$ cat src/include/adc_ctl_pkg.sv
// Constants, register map and conversion timing for the converter sequencer
package adc_ctl_pkg;

	// Register indices on the plain register port
	localparam logic [3:0] ADDR_MODE      = 4'h0; // converter_mode_control
	localparam logic [3:0] ADDR_CHAN      = 4'h1; // input_channel_select
	localparam logic [3:0] ADDR_CMP_MODE  = 4'h2; // low_voltage_compare_mode
	localparam logic [3:0] ADDR_THRESH    = 4'h3; // low_voltage_threshold
	localparam logic [3:0] ADDR_RESULT    = 4'h4; // result_word, 16 bits
	localparam logic [3:0] ADDR_RESULT_HI = 4'h5; // result_high_byte

	// Reset values
	localparam logic [7:0] MODE_RESET   = 8'h00;
	localparam logic [7:0] CHAN_RESET   = 8'h00;
	localparam logic [7:0] CMP_RESET    = 8'h00;
	localparam logic [7:0] THRESH_RESET = 8'h00;
	localparam logic [9:0] RESULT_RESET = 10'h000;

	// Mode register fields
	localparam int RUN_BIT   = 7; // conversion_run_bit
	localparam int SCAN_BIT  = 6; // scan_select_bit
	localparam int TIME_MSB  = 5; // conv_time_sel_hi
	localparam int TIME_LSB  = 3; // conv_time_sel_lo
	localparam int FAST_HI   = 2; // fast_mode_high_ref
	localparam int FAST_LO   = 1; // fast_mode_low_ref
	localparam int BOOST_BIT = 0; // boost_ref_enable

	// Channel register fields
	localparam int EDGE_MSB      = 7; // external trigger edge select
	localparam int EDGE_LSB      = 6;
	localparam int HW_TRIG_BIT   = 5; // hw_trigger_select
	localparam int TIMER_SRC_BIT = 4; // 1: timer_match_event, 0: pin
	localparam int CHAN_MSB      = 2;

	// Compare mode fields
	localparam int CMP_EN_BIT    = 7;
	localparam int CMP_BELOW_BIT = 6; // 0: high byte >= threshold, 1: below

	// Result layout
	localparam int RES_BITS = 10;
	localparam logic [5:0] RES_PAD = 6'h00;
	localparam logic [9:0] MSB_TRIAL = 10'h200;
	localparam logic [3:0] MSB_INDEX = 4'h9;

	// Decision step padding covers the comparator synchroniser delay
	localparam logic [5:0] STEP_EXTRA = 6'h03;

	// Conversion time in peripheral clocks from {fast hi, fast lo, time sel}
	function automatic logic [8:0] conv_cycles(input logic [4:0] sel);
		unique case (sel)
			5'h00: conv_cycles = 9'h120;
			5'h01: conv_cycles = 9'h0f0;
			5'h02: conv_cycles = 9'h0c0;
			5'h04: conv_cycles = 9'h090;
			5'h05: conv_cycles = 9'h078;
			5'h06: conv_cycles = 9'h060;
			5'h08: conv_cycles = 9'h060;
			5'h09: conv_cycles = 9'h048;
			5'h0a: conv_cycles = 9'h030;
			5'h0b: conv_cycles = 9'h018;
			5'h0c: conv_cycles = 9'h0e0;
			5'h0d: conv_cycles = 9'h0a8;
			5'h0e: conv_cycles = 9'h070;
			5'h0f: conv_cycles = 9'h038;
			5'h10: conv_cycles = 9'h048;
			5'h11: conv_cycles = 9'h036;
			5'h12: conv_cycles = 9'h024;
			5'h13: conv_cycles = 9'h012;
			default: conv_cycles = 9'h120; // Prohibited codes run slowest
		endcase
	endfunction

endpackage

$ cat src/design/approx_engine.sv
// Bit-decision engine: sample phase then ten comparator steps, MSB first
`timescale 1ns/1ps
module approx_engine
	import adc_ctl_pkg::*;
(
	input  wire logic       i_clock,
	input  wire logic       i_reset,
	input  wire logic       i_start,
	input  wire logic       i_abort,
	input  wire logic [6:0] i_sample_len,
	input  wire logic [5:0] i_step_len,
	input  wire logic       i_comparator,
	output logic            o_busy,
	output logic            o_sample,
	output logic [9:0]      o_trial,
	output logic            o_done,
	output logic [9:0]      o_result
);
	typedef enum logic [1:0] {IDLE, SAMPLE, DECIDE} phase_e;

	phase_e     phase_q, phase_d;
	logic [6:0] cnt_q, cnt_d;
	logic [3:0] idx_q, idx_d;
	logic [9:0] trial_q, trial_d;
	logic [9:0] result_q, result_d;
	logic       done_q, done_d;
	logic       sample_q, sample_d;
	logic       comp_meta_q, comp_q;

	// Comparator is analog-side, so two flops before use
	always_ff @(posedge i_clock) begin
		comp_meta_q <= i_comparator;
		comp_q      <= comp_meta_q;
	end

	// Sequencing of sample and decisions
	always_comb begin
		phase_d  = phase_q;
		cnt_d    = cnt_q;
		idx_d    = idx_q;
		trial_d  = trial_q;
		result_d = result_q;
		done_d   = 1'b0;
		sample_d = 1'b0;
		if (i_abort) begin
			phase_d = IDLE;
		end else begin
			unique case (phase_q)
				IDLE: begin
					if (i_start) begin
						phase_d  = SAMPLE; // Input tracked once per conversion
						sample_d = 1'b1;
						cnt_d    = i_sample_len - 7'h01;
					end
				end
				SAMPLE: begin
					sample_d = 1'b1;
					if (cnt_q == 7'h00) begin
						phase_d  = DECIDE; // Held value frozen from here
						sample_d = 1'b0;
						idx_d    = MSB_INDEX;
						trial_d  = MSB_TRIAL; // Start at the top bit
						cnt_d    = {1'b0, i_step_len} - 7'h01;
					end else begin
						cnt_d = cnt_q - 7'h01;
					end
				end
				DECIDE: begin
					if (cnt_q == 7'h00) begin
						// Drop the trial bit when input is below the tap
						if (!comp_q) begin
							trial_d[idx_q] = 1'b0;
						end
						if (idx_q == 4'h0) begin
							phase_d  = IDLE;
							done_d   = 1'b1;
							result_d = trial_d;
						end else begin
							idx_d = idx_q - 4'h1;
							trial_d[idx_d] = 1'b1;
							cnt_d = {1'b0, i_step_len} - 7'h01;
						end
					end else begin
						cnt_d = cnt_q - 7'h01;
					end
				end
			endcase
		end
	end

	always_ff @(posedge i_clock) begin
		if (i_reset) begin
			phase_q  <= IDLE;
			cnt_q    <= 7'h00;
			idx_q    <= 4'h0;
			trial_q  <= 10'h000;
			result_q <= RESULT_RESET;
			done_q   <= 1'b0;
			sample_q <= 1'b0;
		end else begin
			phase_q  <= phase_d;
			cnt_q    <= cnt_d;
			idx_q    <= idx_d;
			trial_q  <= trial_d;
			result_q <= result_d;
			done_q   <= done_d;
			sample_q <= sample_d;
		end
	end

	assign o_busy   = (phase_q != IDLE);
	assign o_sample = sample_q;
	assign o_trial  = trial_q;
	assign o_done   = done_q;
	assign o_result = result_q;
endmodule // approx_engine

$ cat src/design/adc_sequencer_control.sv
// Converter sequencer: registers, triggers, channel scan, result and interrupt
// Operation
// - Convert selected input of eight, 10-bit results
// - Pulse done interrupt after every conversion while compare is disabled
// - Compare gating: interrupt only when threshold condition holds
// - Resolve bits MSB first using comparator
// - Approximation register never directly readable or writable
// - Result word: ten high bits, six zeros
// - High byte view returns top eight bits
// - Unused analog pins stay digital inputs
// - Mode register resets zero, byte/bit access
// - Run bit starts and stops conversion
// - Scan bit picks single channel or scan
// - Time and fast bits set conversion length
// - Threshold compare at each conversion end
// - Start by software, timer match, pin edge
// - Sample once, hold through bit decisions
// - Boost reference follows run with enable clear
`timescale 1ns/1ps
module adc_sequencer_control
	import adc_ctl_pkg::*;
(
	input  wire logic        I_CLOCK,
	input  wire logic        I_RESET,
	input  wire logic [3:0]  I_ADDR,
	input  wire logic [7:0]  I_WDATA,
	input  wire logic        I_WRITE,
	input  wire logic        I_READ,
	input  wire logic        I_BIT_ACCESS,
	input  wire logic [2:0]  I_BIT_INDEX,
	output logic      [15:0] O_RDATA,
	input  wire logic        I_COMPARATOR,
	input  wire logic        I_EXTERNAL_TRIGGER_PIN,
	input  wire logic        I_TIMER_MATCH_EVENT,
	output logic      [2:0]  O_CHANNEL,
	output logic             O_SAMPLE,
	output logic      [9:0]  O_TRIAL_CODE,
	output logic             O_BOOST_REF_ON,
	output logic             O_CONVERSION_DONE_IRQ,
	output logic      [7:0]  O_DIGITAL_INPUT_ENABLE
);
	import adc_ctl_pkg::*;

	logic [7:0]  mode_q, mode_d;
	logic [7:0]  chan_q, chan_d;
	logic [7:0]  cmpm_q, cmpm_d;
	logic [7:0]  thresh_q, thresh_d;
	logic [9:0]  result_q, result_d;
	logic [15:0] rdata_q, rdata_d;
	logic        irq_q, irq_d;
	logic        boost_q, boost_d;
	logic [7:0]  dig_en_q, dig_en_d;
	logic [2:0]  scan_ch_q, scan_ch_d;
	logic [2:0]  ch_q, ch_d;
	logic        start_q, start_d;
	logic        pend_q, pend_d;
	logic        run_prev_q;
	logic        ext_meta_q, ext_sync_q, ext_prev_q;

	logic        run, scan, hw_mode, trig_event, ext_edge;
	logic        eng_busy, eng_done;
	logic [9:0]  eng_result;
	logic [8:0]  conv_len;
	logic [6:0]  sample_len;
	logic [5:0]  step_len;
	logic [7:0]  wr_mask;
	logic [7:0]  wr_value;
	logic [7:0]  rd_byte;
	logic [7:0]  result_hi;

	assign run       = mode_q[RUN_BIT];
	assign scan      = mode_q[SCAN_BIT];
	assign hw_mode   = chan_q[HW_TRIG_BIT];
	assign result_hi = result_q[9:2];

	// Conversion length from the mode fields; sample gets a quarter, each decision step a sixteenth plus STEP_EXTRA
	assign conv_len   = conv_cycles({mode_q[FAST_HI], mode_q[FAST_LO],
		mode_q[TIME_MSB:TIME_LSB]});
	assign sample_len = conv_len[8:2];
	assign step_len   = conv_len[8:4] + STEP_EXTRA - 6'h00;

	// External pin is asynchronous: two flops, then edge detect on the second
	always_ff @(posedge I_CLOCK) begin
		ext_meta_q <= I_EXTERNAL_TRIGGER_PIN;
		ext_sync_q <= ext_meta_q;
	end

	always_ff @(posedge I_CLOCK) begin
		if (I_RESET) begin
			ext_prev_q <= 1'b0;
			run_prev_q <= 1'b0;
		end else begin
			ext_prev_q <= ext_sync_q;
			run_prev_q <= run;
		end
	end

	// Edge select: 00 none, 01 falling, 10 rising, 11 both
	assign ext_edge = (chan_q[EDGE_MSB] & ext_sync_q & ~ext_prev_q)
		| (chan_q[EDGE_LSB] & ~ext_sync_q & ext_prev_q);
	assign trig_event = chan_q[TIMER_SRC_BIT] ? I_TIMER_MATCH_EVENT : ext_edge;

	// Byte write or single-bit write into an 8-bit register
	always_comb begin
		wr_mask  = 8'hff;
		wr_value = I_WDATA;
		if (I_BIT_ACCESS) begin
			wr_mask  = 8'h01 << I_BIT_INDEX;
			wr_value = {8{I_WDATA[0]}};
		end
	end

	// Register writes; the approximation value has no address at all
	always_comb begin
		mode_d   = mode_q;
		chan_d   = chan_q;
		cmpm_d   = cmpm_q;
		thresh_d = thresh_q;
		if (I_WRITE) begin
			unique case (I_ADDR)
				ADDR_MODE:     mode_d   = (mode_q & ~wr_mask) | (wr_value & wr_mask);
				ADDR_CHAN:     chan_d   = (chan_q & ~wr_mask) | (wr_value & wr_mask);
				ADDR_CMP_MODE: cmpm_d   = (cmpm_q & ~wr_mask) | (wr_value & wr_mask);
				ADDR_THRESH:   thresh_d = (thresh_q & ~wr_mask) | (wr_value & wr_mask);
				default: ; // Result and unmapped addresses ignore writes
			endcase
		end
	end

	always_ff @(posedge I_CLOCK) begin
		if (I_RESET) begin
			mode_q   <= MODE_RESET;
			chan_q   <= CHAN_RESET;
			cmpm_q   <= CMP_RESET;
			thresh_q <= THRESH_RESET;
		end else begin
			mode_q   <= mode_d;
			chan_q   <= chan_d;
			cmpm_q   <= cmpm_d;
			thresh_q <= thresh_d;
		end
	end

	// Read path: data stand in the cycle after the strobe only
	always_comb begin
		rd_byte = 8'h00;
		rdata_d = 16'h0000;
		unique case (I_ADDR)
			ADDR_MODE:      rd_byte = mode_q;
			ADDR_CHAN:      rd_byte = chan_q;
			ADDR_CMP_MODE:  rd_byte = cmpm_q;
			ADDR_THRESH:    rd_byte = thresh_q;
			ADDR_RESULT_HI: rd_byte = result_hi;
			default:        rd_byte = 8'h00;
		endcase
		if (I_READ) begin
			if (I_ADDR == ADDR_RESULT) begin
				rdata_d = {result_q, RES_PAD};
			end else if (I_BIT_ACCESS) begin
				rdata_d = {15'h0000, rd_byte[I_BIT_INDEX]};
			end else begin
				rdata_d = {8'h00, rd_byte};
			end
		end
	end

	// Start control, trigger pending flag, channel stepping and results
	always_comb begin
		start_d   = 1'b0;
		pend_d    = pend_q;
		scan_ch_d = scan_ch_q;
		result_d  = result_q;
		irq_d     = 1'b0;
		// A trigger arriving with the start wins over the clear
		if (start_q) begin
			pend_d = 1'b0;
		end
		if (run && hw_mode && trig_event) begin
			pend_d = 1'b1;
		end
		if (!run) begin
			pend_d    = 1'b0;
			scan_ch_d = 3'h0;
		end else if (!eng_busy && !start_q && (!hw_mode || pend_q)) begin
			start_d = 1'b1; // Software mode repeats back to back
		end
		if (run && !run_prev_q) begin
			scan_ch_d = 3'h0;
		end
		if (eng_done && run) begin
			result_d = eng_result;
			// Threshold test on the fresh high byte
			if (!cmpm_q[CMP_EN_BIT]) begin
				irq_d = 1'b1;
			end else if (cmpm_q[CMP_BELOW_BIT]) begin
				irq_d = (eng_result[9:2] < thresh_q);
			end else begin
				irq_d = (eng_result[9:2] >= thresh_q);
			end
			if (scan) begin
				scan_ch_d = (scan_ch_q == chan_q[CHAN_MSB:0]) ? 3'h0 : scan_ch_q + 3'h1;
			end
		end
	end

	// Pins in use: the selected one, or every pin from 0 up to it in scan
	always_comb begin
		ch_d     = scan ? scan_ch_q : chan_q[CHAN_MSB:0];
		dig_en_d = 8'hff;
		for (int i = 0; i < 8; i++) begin
			if (scan ? (i <= int'(chan_q[CHAN_MSB:0])) : (i == int'(chan_q[CHAN_MSB:0]))) begin
				dig_en_d[i] = 1'b0;
			end
		end
		// Boost follows run when its own enable is clear
		boost_d = mode_q[BOOST_BIT] | run;
	end

	always_ff @(posedge I_CLOCK) begin
		if (I_RESET) begin
			start_q   <= 1'b0;
			pend_q    <= 1'b0;
			scan_ch_q <= 3'h0;
			result_q  <= RESULT_RESET;
			irq_q     <= 1'b0;
			rdata_q   <= 16'h0000;
			ch_q      <= 3'h0;
			dig_en_q  <= 8'hff;
			boost_q   <= 1'b0;
		end else begin
			start_q   <= start_d;
			pend_q    <= pend_d;
			scan_ch_q <= scan_ch_d;
			result_q  <= result_d;
			irq_q     <= irq_d;
			rdata_q   <= rdata_d;
			ch_q      <= ch_d;
			dig_en_q  <= dig_en_d;
			boost_q   <= boost_d;
		end
	end

	// Clearing run aborts any conversion in flight
	approx_engine u_engine (
		.i_clock      (I_CLOCK),
		.i_reset      (I_RESET),
		.i_start      (start_q),
		.i_abort      (!run),
		.i_sample_len (sample_len),
		.i_step_len   (step_len),
		.i_comparator (I_COMPARATOR),
		.o_busy       (eng_busy),
		.o_sample     (O_SAMPLE),
		.o_trial      (O_TRIAL_CODE),
		.o_done       (eng_done),
		.o_result     (eng_result)
	);

	assign O_RDATA                = rdata_q;
	assign O_CHANNEL              = ch_q;
	assign O_BOOST_REF_ON         = boost_q;
	assign O_CONVERSION_DONE_IRQ  = irq_q;
	assign O_DIGITAL_INPUT_ENABLE = dig_en_q;
endmodule // adc_sequencer_control

$ cat config.mk
export PLATFORM = sky130hd
export DESIGN_NAME = adc_sequencer_control
export DESIGN_NICKNAME = d
export VERILOG_FILES = /design/src/include/adc_ctl_pkg.sv /design/src/design/approx_engine.sv /design/src/design/adc_sequencer_control.sv
export SDC_FILE = /design/constraint.sdc
export NUM_CORES = 1
export LEC_CHECK = 0
export ABC_AREA = 1
export BUFFER_PORTS_ARGS = -buffer_cell sky130_fd_sc_hd__buf_2
export CAP_MARGIN = 20
export CORE_ASPECT_RATIO = 0.75
export CORE_UTILIZATION = 55
export CTS_BUF_LIST = sky130_fd_sc_hd__clkbuf_2 sky130_fd_sc_hd__clkbuf_4 sky130_fd_sc_hd__clkbuf_8
export CTS_CLUSTER_DIAMETER = 150
export DETAILED_ROUTE_END_ITERATION = 16
export PLACE_DENSITY = 0.75
export SYNTH_ARGS = -nofsm -noshare
export SYNTH_HDL_FRONTEND = slang
export SYNTH_HIERARCHICAL = 1
export SYNTH_SLANG_ARGS = --single-unit
$ cat constraint.sdc
create_clock -name I_CLOCK -period 4.8 [get_ports I_CLOCK]
set_input_delay 0.48 -clock I_CLOCK [delete_from_list [all_inputs] [get_ports I_CLOCK]]
set_output_delay 0.48 -clock I_CLOCK [all_outputs]
set_load 0.01 [all_outputs]
==> results by stage, run 1 <==
Clock tree:
- The quantity of gates resized following cts is 0.
- TritonCTS built the clock tree.
- Buffers inserted to repair hold after CTS numbered 0.
- The clock transition at the register clock pins on the worst setup and hold paths after CTS is ~0.07 ns.
- Counting along the longest clock path gives a buffer depth of 2.
- The total number of H-tree levels is 4.
- The source-to-sink clock delay at the later pin of the worst-skew pair is 0.44 ns.
- Clock tree synthesis inserted a total of 17 buffers.
- Clock tree synthesis found a total of 124 sinks.
- The clock tree root driver cell is sky130_fd_sc_hd__clkbuf_8.
- The number of buffers added for setup after CTS is 0.

Power and ir drop:
- Power spread over the standard cell area amounts to 309 mW/mm^2.
- The reported leakage power is slightly above 3 nW.
- Summing internal, switching and leakage power gives ~2.2 mW.
- Across the VDD grid, the largest voltage drop is around 0.00021 V.

STA:
- Timing would allow up to 443 MHz.
- The clock tree skew after final layout is just under 0.01 ns.
- For the pin with the worst max-slew slack, the measured transition is ~0.76 ns.
- The final hold violation count came to 0.
- Of the available clock period, the critical path in the final layout requires between 40% and 50%.
- Summed over all failing endpoints, the final setup total negative slack is 0 ns.
- The final count of negative-setup-slack endpoints is 0.
- Setup repair after global routing left no endpoint under its margin.
- The smallest clock period supported by the final layout is computed as 2.26 ns.
- The post-route worst setup slack is 2.54 ns.
- The max-slew headroom at the worst pin is approximately 50%.
- The count of pins over their slew limit is 0.

Route:
- For this run, design rule violations remaining after detail routing come to 0.
- The count of nets left with antenna violations once routing finished came out at 0.
- The total wirelength of the detailed-routed design is between 15000 and 20000 um.
- The per-cell routed wire length is ~15 um.
- Before antenna repair, the detailed router went through 6 iterations.
- The detailed router finished its first iteration with ~570 violations.
- The total via count in the routed design is 5851.
- Using the TritonRoute via totals, the vias-per-cell ratio works out to between 5 and 6.

Setup path:
- The sort of element at the start of the critical path is an input port.
- The largest fanout on the critical path is 19.
- The worst register-to-register path ends at u_engine/cnt_q[4].
- Setup slack on the worst reg-to-reg path comes out at 2.60 ns.
- The startpoint of the worst-slack reg-to-reg timing path is u_engine/phase_q[0].
- Measured in cells, the most critical reg-to-reg path has a length of 12.
- The most critical setup path has its startpoint at I_ADDR[3].
- The category of the most critical setup path is in2reg.
- The data arrival time of the critical path is between 2 and 3 ns.
- The required time of the worst setup path is approximately 5.2 ns.
- The worst setup path is captured at a flip-flop.

Run status:
- The run finished with clean final reports.

Synth:
- The number of distinct library cells after synthesis is 40.
- The mapped netlist covers 0.00620 mm^2.
- The synthesized design devotes to its leading area cell type between 40% and 50% of total area.
- Of the synthesized area, sequential elements account for about two fifths.
- Yosys printed 6 warnings.
- The gate count of the mapped netlist is 860.
- After synthesis, the cell types taking the most area are sky130_fd_sc_hd__dfxtp_1 (40%), sky130_fd_sc_hd__nand2_1 (8.9%), sky130_fd_sc_hd__inv_1 (6.8%).
- The mean area per synthesized cell is approximately 7.2 um^2.
- sky130_fd_sc_hd__dfxtp_1 takes more of the synthesized area than any other cell.
- The number of synthesized register bits is 124.
- Counting every net in the synthesized netlist gives slightly above 900.

Floorplanning:
- The initial cell density of the core is a little under three fifths.
- The die is 93.9 um tall.
- The region available for standard cell placement spans 0.0109 mm^2.
- The I/O pin count is 63.
- The die covers between 0.01 and 0.015 mm^2.
- After floorplanning, the core was divided into 33 placement rows.
- The width of the chip is roughly 120 um.

GRT:
- The pin count of the biggest net entering global routing is between 40 and 50.
- The overflow left after global routing is 0.
- The initial antenna violation count came to 0.
- The first global-routing pass estimated between 20000 and 30000 um of wire.
- Across every metal layer, demand over resource in global routing totals 28.5%.
- The via count of the first global-routing pass is between 5000 and 6000.

Placed design:
- The worst slack at placement is 1.71 ns.
- Summed over all nets, the half-perimeter wirelength after detailed placement is ~11000 um.
- During placement, the flow inserted port buffers numbering just over 60.
- Routability-driven placement finished with a final weighted congestion of approximately 0.96.

Worst hold path:
- In this run the most critical hold path is launched from I_EXTERNAL_TRIGGER_PIN.
- The cell depth of the worst min-delay path is 1.
- For hold timing, the worst endpoint is ext_meta_q.
- The path type of the worst min-delay path is in2reg.

Finish:
- The library cells used most frequently in the layout, excluding fill and tap cells, are sky130_fd_sc_hd__nand2_1 (147), sky130_fd_sc_hd__dfxtp_1 (124), sky130_fd_sc_hd__inv_1 (113), sky130_fd_sc_hd__nor2_1 (90), sky130_fd_sc_hd__a21oi_1 (80).
- The post-route netlist has between 10% and 20% of its cells at a drive strength greater than 1.
- The area growth from synthesis to layout is 13.6%.
- The core occupancy in the finished layout is 64.4%.
- The fill cell instance count of the final layout is 987.
- The library cell used most frequently in the layout, excluding fill and tap cells, is sky130_fd_sc_hd__nand2_1.
- 0 antenna diodes ended up in the layout.
- The count of nets after finishing is between 900 and 1000.

Flow run:
- The number of max-cap violations is 0.
-- cell families after synthesis --
group	share of synthesized area (%)
compound gates	18.6
fa+ha+maj	5.65
simple gates	25.2
buf+inv	9.53
flops	40.0
xor+xnor	0.989
-- layer usage --
metal  GRT usage, %  vias up  share of wire [%]
met1           38.8     2628                 47
met5              0        -                  0
met3           9.23       22                 11
met4           8.84        0                1.3
met2           42.7      259                 41
li1               -     2942                  -
-- per-stage QoR --
| stage | hold slack, ns | area (um^2) | cells |
|---|---|---|---|
| finish | 0.138 | 7040 | 1073 |
| detailed placement | 0.315 | 6580 | 1040 |
| global placement | 0.313 | 6580 | 1040 |
| floorplan | 0.310 | 6200 | 860 |
| global route | 0.105 | 7040 | 1073 |
| CTS | 0.110 | 7020 | 1072 |
-- worst max-delay path, stage by stage --
cell	delay (ns)
sky130_fd_sc_hd__buf_2	0.13
sky130_fd_sc_hd__nor2_4	0.38
sky130_fd_sc_hd__nand2_4	0.11
sky130_fd_sc_hd__nor2_4	0.34
sky130_fd_sc_hd__a21oi_1	0.19
sky130_fd_sc_hd__nor2_4	0.22
sky130_fd_sc_hd__inv_1	0.10
sky130_fd_sc_hd__ha_1	0.35
sky130_fd_sc_hd__nand2_2	0.10
sky130_fd_sc_hd__o211ai_1	0.09
sky130_fd_sc_hd__a21oi_1	0.13
-- how the worst max path moves through the flow --
stage | endpoint | slack, ns | cells past startpoint
after floorplan | conv_len[8] | 2.75 | 11
after global placement | conv_len[8] | 1.72 | 9
after detailed placement | conv_len[8] | 1.71 | 9
after CTS | conv_len[8] | 2.17 | 9
after global routing | u_engine/cnt_q[4] | 2.23 | 12
final | conv_len[8] | 2.54 | 11
-- cell type report --
cell class / instances / area, um^2 / share of cell area [%]
tap: 140 / 175 / 2.49
clock buffer: 18 / 241 / 3.43
multi-input combinational: 585 / 3130 / 44.4
inverter: 129 / 484 / 6.88
clock inverter: 14 / 195 / 2.77
sequential: 124 / 2480 / 35.2
timing repair buffer: 63 / 338 / 4.80
-- where the power goes --
part / total [mW] / internal (mW) / switching (mW) / leakage [nW]
registers: 1.05 / 1.04 / 0.00770 / 1.00
clock network: 1.01 / 0.572 / 0.435 / 0.209
logic: 0.124 / 0.0362 / 0.0875 / 1.89
total: 2.18 / 1.65 / 0.530 / 3.10
-- cells in the mapped netlist --
library cell,number
sky130_fd_sc_hd__nand2_1,147
sky130_fd_sc_hd__o2111ai_1,1
sky130_fd_sc_hd__nand3_1,59
sky130_fd_sc_hd__buf_6,2
sky130_fd_sc_hd__o2111ai_2,1
sky130_fd_sc_hd__dfxtp_1,124
sky130_fd_sc_hd__a22oi_1,1
sky130_fd_sc_hd__nor3b_1,1
sky130_fd_sc_hd__inv_1,113
sky130_fd_sc_hd__inv_2,15
sky130_fd_sc_hd__nor2_1,90
sky130_fd_sc_hd__nand3_4,2
sky130_fd_sc_hd__o31ai_1,5
sky130_fd_sc_hd__o21ai_2,3
sky130_fd_sc_hd__or2_1,2
sky130_fd_sc_hd__clkbuf_1,12
sky130_fd_sc_hd__o21ai_1,15
sky130_fd_sc_hd__o21bai_1,1
sky130_fd_sc_hd__nor3_1,5
sky130_fd_sc_hd__buf_2,7
sky130_fd_sc_hd__nor2_2,5
sky130_fd_sc_hd__a211oi_1,4
sky130_fd_sc_hd__a31oi_1,13
sky130_fd_sc_hd__ha_1,28
sky130_fd_sc_hd__nand2_2,8
sky130_fd_sc_hd__xor2_1,2
sky130_fd_sc_hd__nand4_1,5
sky130_fd_sc_hd__nor2_4,11
sky130_fd_sc_hd__o22ai_1,4
sky130_fd_sc_hd__a21oi_1,80
sky130_fd_sc_hd__a21oi_2,3
sky130_fd_sc_hd__xnor2_1,5
sky130_fd_sc_hd__nand3_2,2
sky130_fd_sc_hd__buf_1,1
sky130_fd_sc_hd__o211ai_1,4
sky130_fd_sc_hd__clkinv_1,1
sky130_fd_sc_hd__o21ai_0,71
sky130_fd_sc_hd__nand3b_1,1
sky130_fd_sc_hd__nand2_4,3
sky130_fd_sc_hd__o221ai_1,3
No activity file was read; power rests on OpenSTA's default activity.
==> inputs of run 2 (changes only) <==
Clock period 4.8 ns to 2.1 ns, I/O delays scaled along.
==> run 2 against run 1 <==
  * Non-clock buffer count up 24
  * Worst setup slack worse by 2.3 ns
  * Clock skew up 0.0036 ns
  * Core utilization is 2.3 points higher
  * Final area is 3.5% higher
  * Sequential share of layout area down 1.2 points
  * Clock-buffer cell count rose by 2
  * First-iteration DRC count fell by 14%
  * Total power grew 150%
  * Routed wire length increased by 0.60%
  * Critical path type is now reg2reg
==> results by stage, run 2 (synthesis results as in run 1) <==
Floorplanning:
- The initial cell density of the core was 56.7% (unchanged).
- The width of the chip is 125 um (unchanged).
- The number of rows in the core area is 33 (unchanged).
- The overall die area came to 0.0117 mm^2 (unchanged).
- The die height is 93.9 um (unchanged).
- The I/O pin count is 63 (unchanged).
- The area of the placeable core is 0.0109 mm^2 (unchanged).

Route:
- The total via count in the routed design was 5872 (+0.36%).
- The number of vias per cell after detailed routing is 5.36 (-1.7%).
- The number of nets with antenna violations after detailed routing came to 0 (unchanged).
- The total wirelength of the detailed-routed design is 15700 um (+0.60%).
- The post-route DRC violation count was 0 (unchanged).
- The first-pass iteration count of the detailed router is 5 (-1).
- The per-cell routed wire length is 14.3 um (-1.5%).
- The first-iteration detailed-routing DRC count is 489 (-14%).

Setup path:
- The signal on the critical path passes through inv_1 -> ha_1 -> nand2_1 -> inv_2 -> nand2_1 -> o2111ai_2 -> nor3_1 -> a21oi_1 -> nor2_1.
- The critical path is of the reg2reg type.
- The largest fanout on the critical path is 7 (-12).
- The sort of element at the end of the critical path is a flip-flop.
- The number of buffers and inverters on the critical path came to 2 (unchanged).
- In this design, the critical path's most frequently occurring cell is sky130_fd_sc_hd__nand2_1.
- The kind of cell with the highest combined delay along the critical path is simple AND/OR/NAND/NOR gates.
- The data arrival time of the critical path is 2.24 ns (-0.39 ns).
- The sort of element at the start of the critical path is a flip-flop.
- The required time of the worst setup path is 2.47 ns (-2.70 ns).
- The peak per-stage delay on the critical path is 0.44 ns (+0.06 ns).
- The library cell contributing the largest single delay on the critical path is sky130_fd_sc_hd__dfxtp_1.

Power and ir drop:
- The maximum resistive drop on vdd was 0.000643 V (+200%).
- The sequential power share is 44.4% (-3.6 points).
- The share of power burned in the clock network came to 49.9% (+3.6 points).
- The switching power share of the total is 22.0% (-2.4 points).
- The internal power contribution is 4.20 mW (+150%).
- The reported leakage power is 3.25 nW (+4.8%).
- The power density of the placed cells is 737 mW/mm^2 (+140%).
- The net switching component of the power is 1.18 mW (+120%).
- The combinational fraction of design power is 5.7% (about the same).

STA:
- The post-route worst setup slack is 0.233 ns (-2.31 ns).
- The post-layout minimum cycle time is between 1.5 and 2 ns.
- The final count of negative-setup-slack endpoints was 0 (unchanged).
- The actual slew at the worst max-slew pin is 0.531 ns (-0.230 ns).
- The count of pins over their slew limit was 0 (unchanged).
- The final hold slack is 0.0646 ns (-0.0730 ns).
- The max-slew headroom at the worst pin is 64.6% (+16 points).
- The highest clock frequency the design can meet is about 540 MHz.
- The clock tree skew after final layout is 0.0133 ns (+0.00358 ns).
- Setup repair after global routing left no endpoint under its margin.
- After layout, the worst path uses about nine tenths of the clock period.
- The final total negative setup slack is 0 ns (unchanged).
- The final hold violation count is 0 (unchanged).

Finish:
- The count of nets after finishing is 995 (+2.5%).
- The share of layout cells above drive strength 1 is 17.8% (+1.9 points).
- The final instance count without filler cells is 1096 (+2.1%).
- The antenna diode instance count is 0 (unchanged).
- In the layout the commonest cells are sky130_fd_sc_hd__nand2_1 (147), sky130_fd_sc_hd__dfxtp_1 (124), sky130_fd_sc_hd__inv_1 (113), sky130_fd_sc_hd__nor2_1 (90), sky130_fd_sc_hd__a21oi_1 (80).
- The total area of sequential cells was 0.00248 mm^2 (unchanged).
- The fill cell instance count of the final layout is 939 (-4.9%).
- The synthesis-to-finish area growth is 17.6%.
- Leaving out fill and tap cells, the most frequent cell in the layout is sky130_fd_sc_hd__nand2_1.
- The multi-input combinational cell area is 0.00314 mm^2 (+0.40%).

GRT:
- The via count of the first global-routing pass was 5300 (-0.95%).
- The first-pass GRT wire length is 26400 um (+0.55%).
- The pin count of the biggest net entering global routing was 38 (-9.5%).
- The overflow left after global routing was 0 (unchanged).
- The initial antenna violation count came to 0 (unchanged).
- The global-route usage over all layers is 28.7% (+0.21 points).

Clock tree:
- The clock buffer count from CTS was 17 (unchanged).
- The number of clock sinks is 124 (unchanged).
- TritonCTS built the clock tree.
- The clock transition at the register clock pins on the worst setup and hold paths after CTS came to 0.07 ns (about the same).
- The number of buffers added for setup after CTS is 0 (unchanged).
- The total number of H-tree levels is 4 (unchanged).
- The clock tree root driver cell is sky130_fd_sc_hd__clkbuf_8.
- The maximum buffer depth of the clock tree is 2 (unchanged).
- The source-to-sink clock delay at the later pin of the worst-skew pair is 0.45 ns (about the same).

Placed design:
- The worst slack at placement is 0.121 ns (-1.59 ns).
- The placer congestion estimate is 0.959 (+0.45%).
- The detailed-placement wirelength estimate is 11600 um (+0.85%).
- The count of buffers inserted at the top-level ports is 62 (unchanged).
- The number of placed cells counting well taps came to 1063 (+2.2%).

Run status:
- The flow ran to the end, and the final reports show no timing, DRC or antenna violations.

Worst hold path:
- In this run the worst hold path is classified as in2reg.

Flow run:
- The number of max-cap violations is 0 (unchanged).
==> run 2: changes by cell type in the layout (fill, tap and decap cells not counted) <==
cell,previous run,this run
sky130_fd_sc_hd__clkinvlp_4,4,2
sky130_fd_sc_hd__bufinv_16,4,7
sky130_fd_sc_hd__ha_1,28,27
sky130_fd_sc_hd__inv_6,1,0
sky130_fd_sc_hd__ha_4,0,1
sky130_fd_sc_hd__dlygate4sd3_1,0,2
sky130_fd_sc_hd__clkbuf_8,17,19
sky130_fd_sc_hd__clkinv_2,2,1
sky130_fd_sc_hd__buf_4,0,23
sky130_fd_sc_hd__clkinv_4,3,1
sky130_fd_sc_hd__buf_16,1,0
==> run 2: cell type report <==
| class | instances | area share, % |
|---|---|---|
| multi-input combinational | 585 | 43.1 |
| sequential | 124 | 34.0 |
| timing repair buffer | 87 | 6.90 |
| inverter | 129 | 6.64 |
| clock buffer | 20 | 3.69 |
| clock inverter | 11 | 3.28 |
| tap | 140 | 2.40 |
==> run 2: metal layers <==
layer  global-route usage [%]  vias to the layer above  routed length, um
met2                     40.8                      212               6580
met5                        0                        -                  0
met3                     8.66                       19               1310
li1                         -                     2980                  -
met1                     40.8                     2661               7640
met4                     9.94                        0                189
==> run 2: timing repair <==
item | in CTS | in global routing
endpoints found under the setup margin | 0 | 4
resized for setup | 0 | 2
hold buffers | 2 | 0
hold endpoints to repair | 2 | 0
==> run 2: power groups by stage <==
stage | clock, mW | combinational [mW] | sequential (mW)
finish | 2.68 | 0.305 | 2.39
detailed placement | 0 | 0.292 | 2.44
floorplan | 0 | 0.187 | 2.44
CTS | 2.71 | 0.299 | 2.39
global placement | 0 | 0.290 | 2.44
global route | 2.84 | 0.338 | 2.39
==> run 2: worst paths after layout <==
| check | start | end | slack, ns | cells after the start |
|---|---|---|---|---|
| max reg2reg | u_engine/idx_q[1] | u_engine/idx_q[1] | 0.23 | 9 |
| min reg2reg | u_engine/comp_meta_q | u_engine/comp_q | 0.32 | 0 |
| min | I_WDATA[1] | flip-flop | 0.06 | 3 |
| max | u_engine/idx_q[1] | u_engine/idx_q[1] | 0.23 | 9 |
==> run 2: worst register-to-register path: cells and delay by family, from the launching register on <==
kind,cells,cell delay (ns)
DFF,1,0.44
AOI/OAI and AO/OA,2,0.30
and+or+nand+nor,4,0.56
adders and majority gates,1,0.25
buffers and inverters,2,0.27
==> run 2: per-stage QoR <==
step           utilization [%]  power [mW]  instance area, um^2
2_1_floorplan                -        2.63                 6200
3_3_place_gp              61.7        2.73                 6750
3_5_place_dp              61.7        2.74                 6750
4_1_cts                   66.5        5.40                 7280
5_1_grt                   66.6        5.57                 7290
6_report                  66.6        5.38                 7290
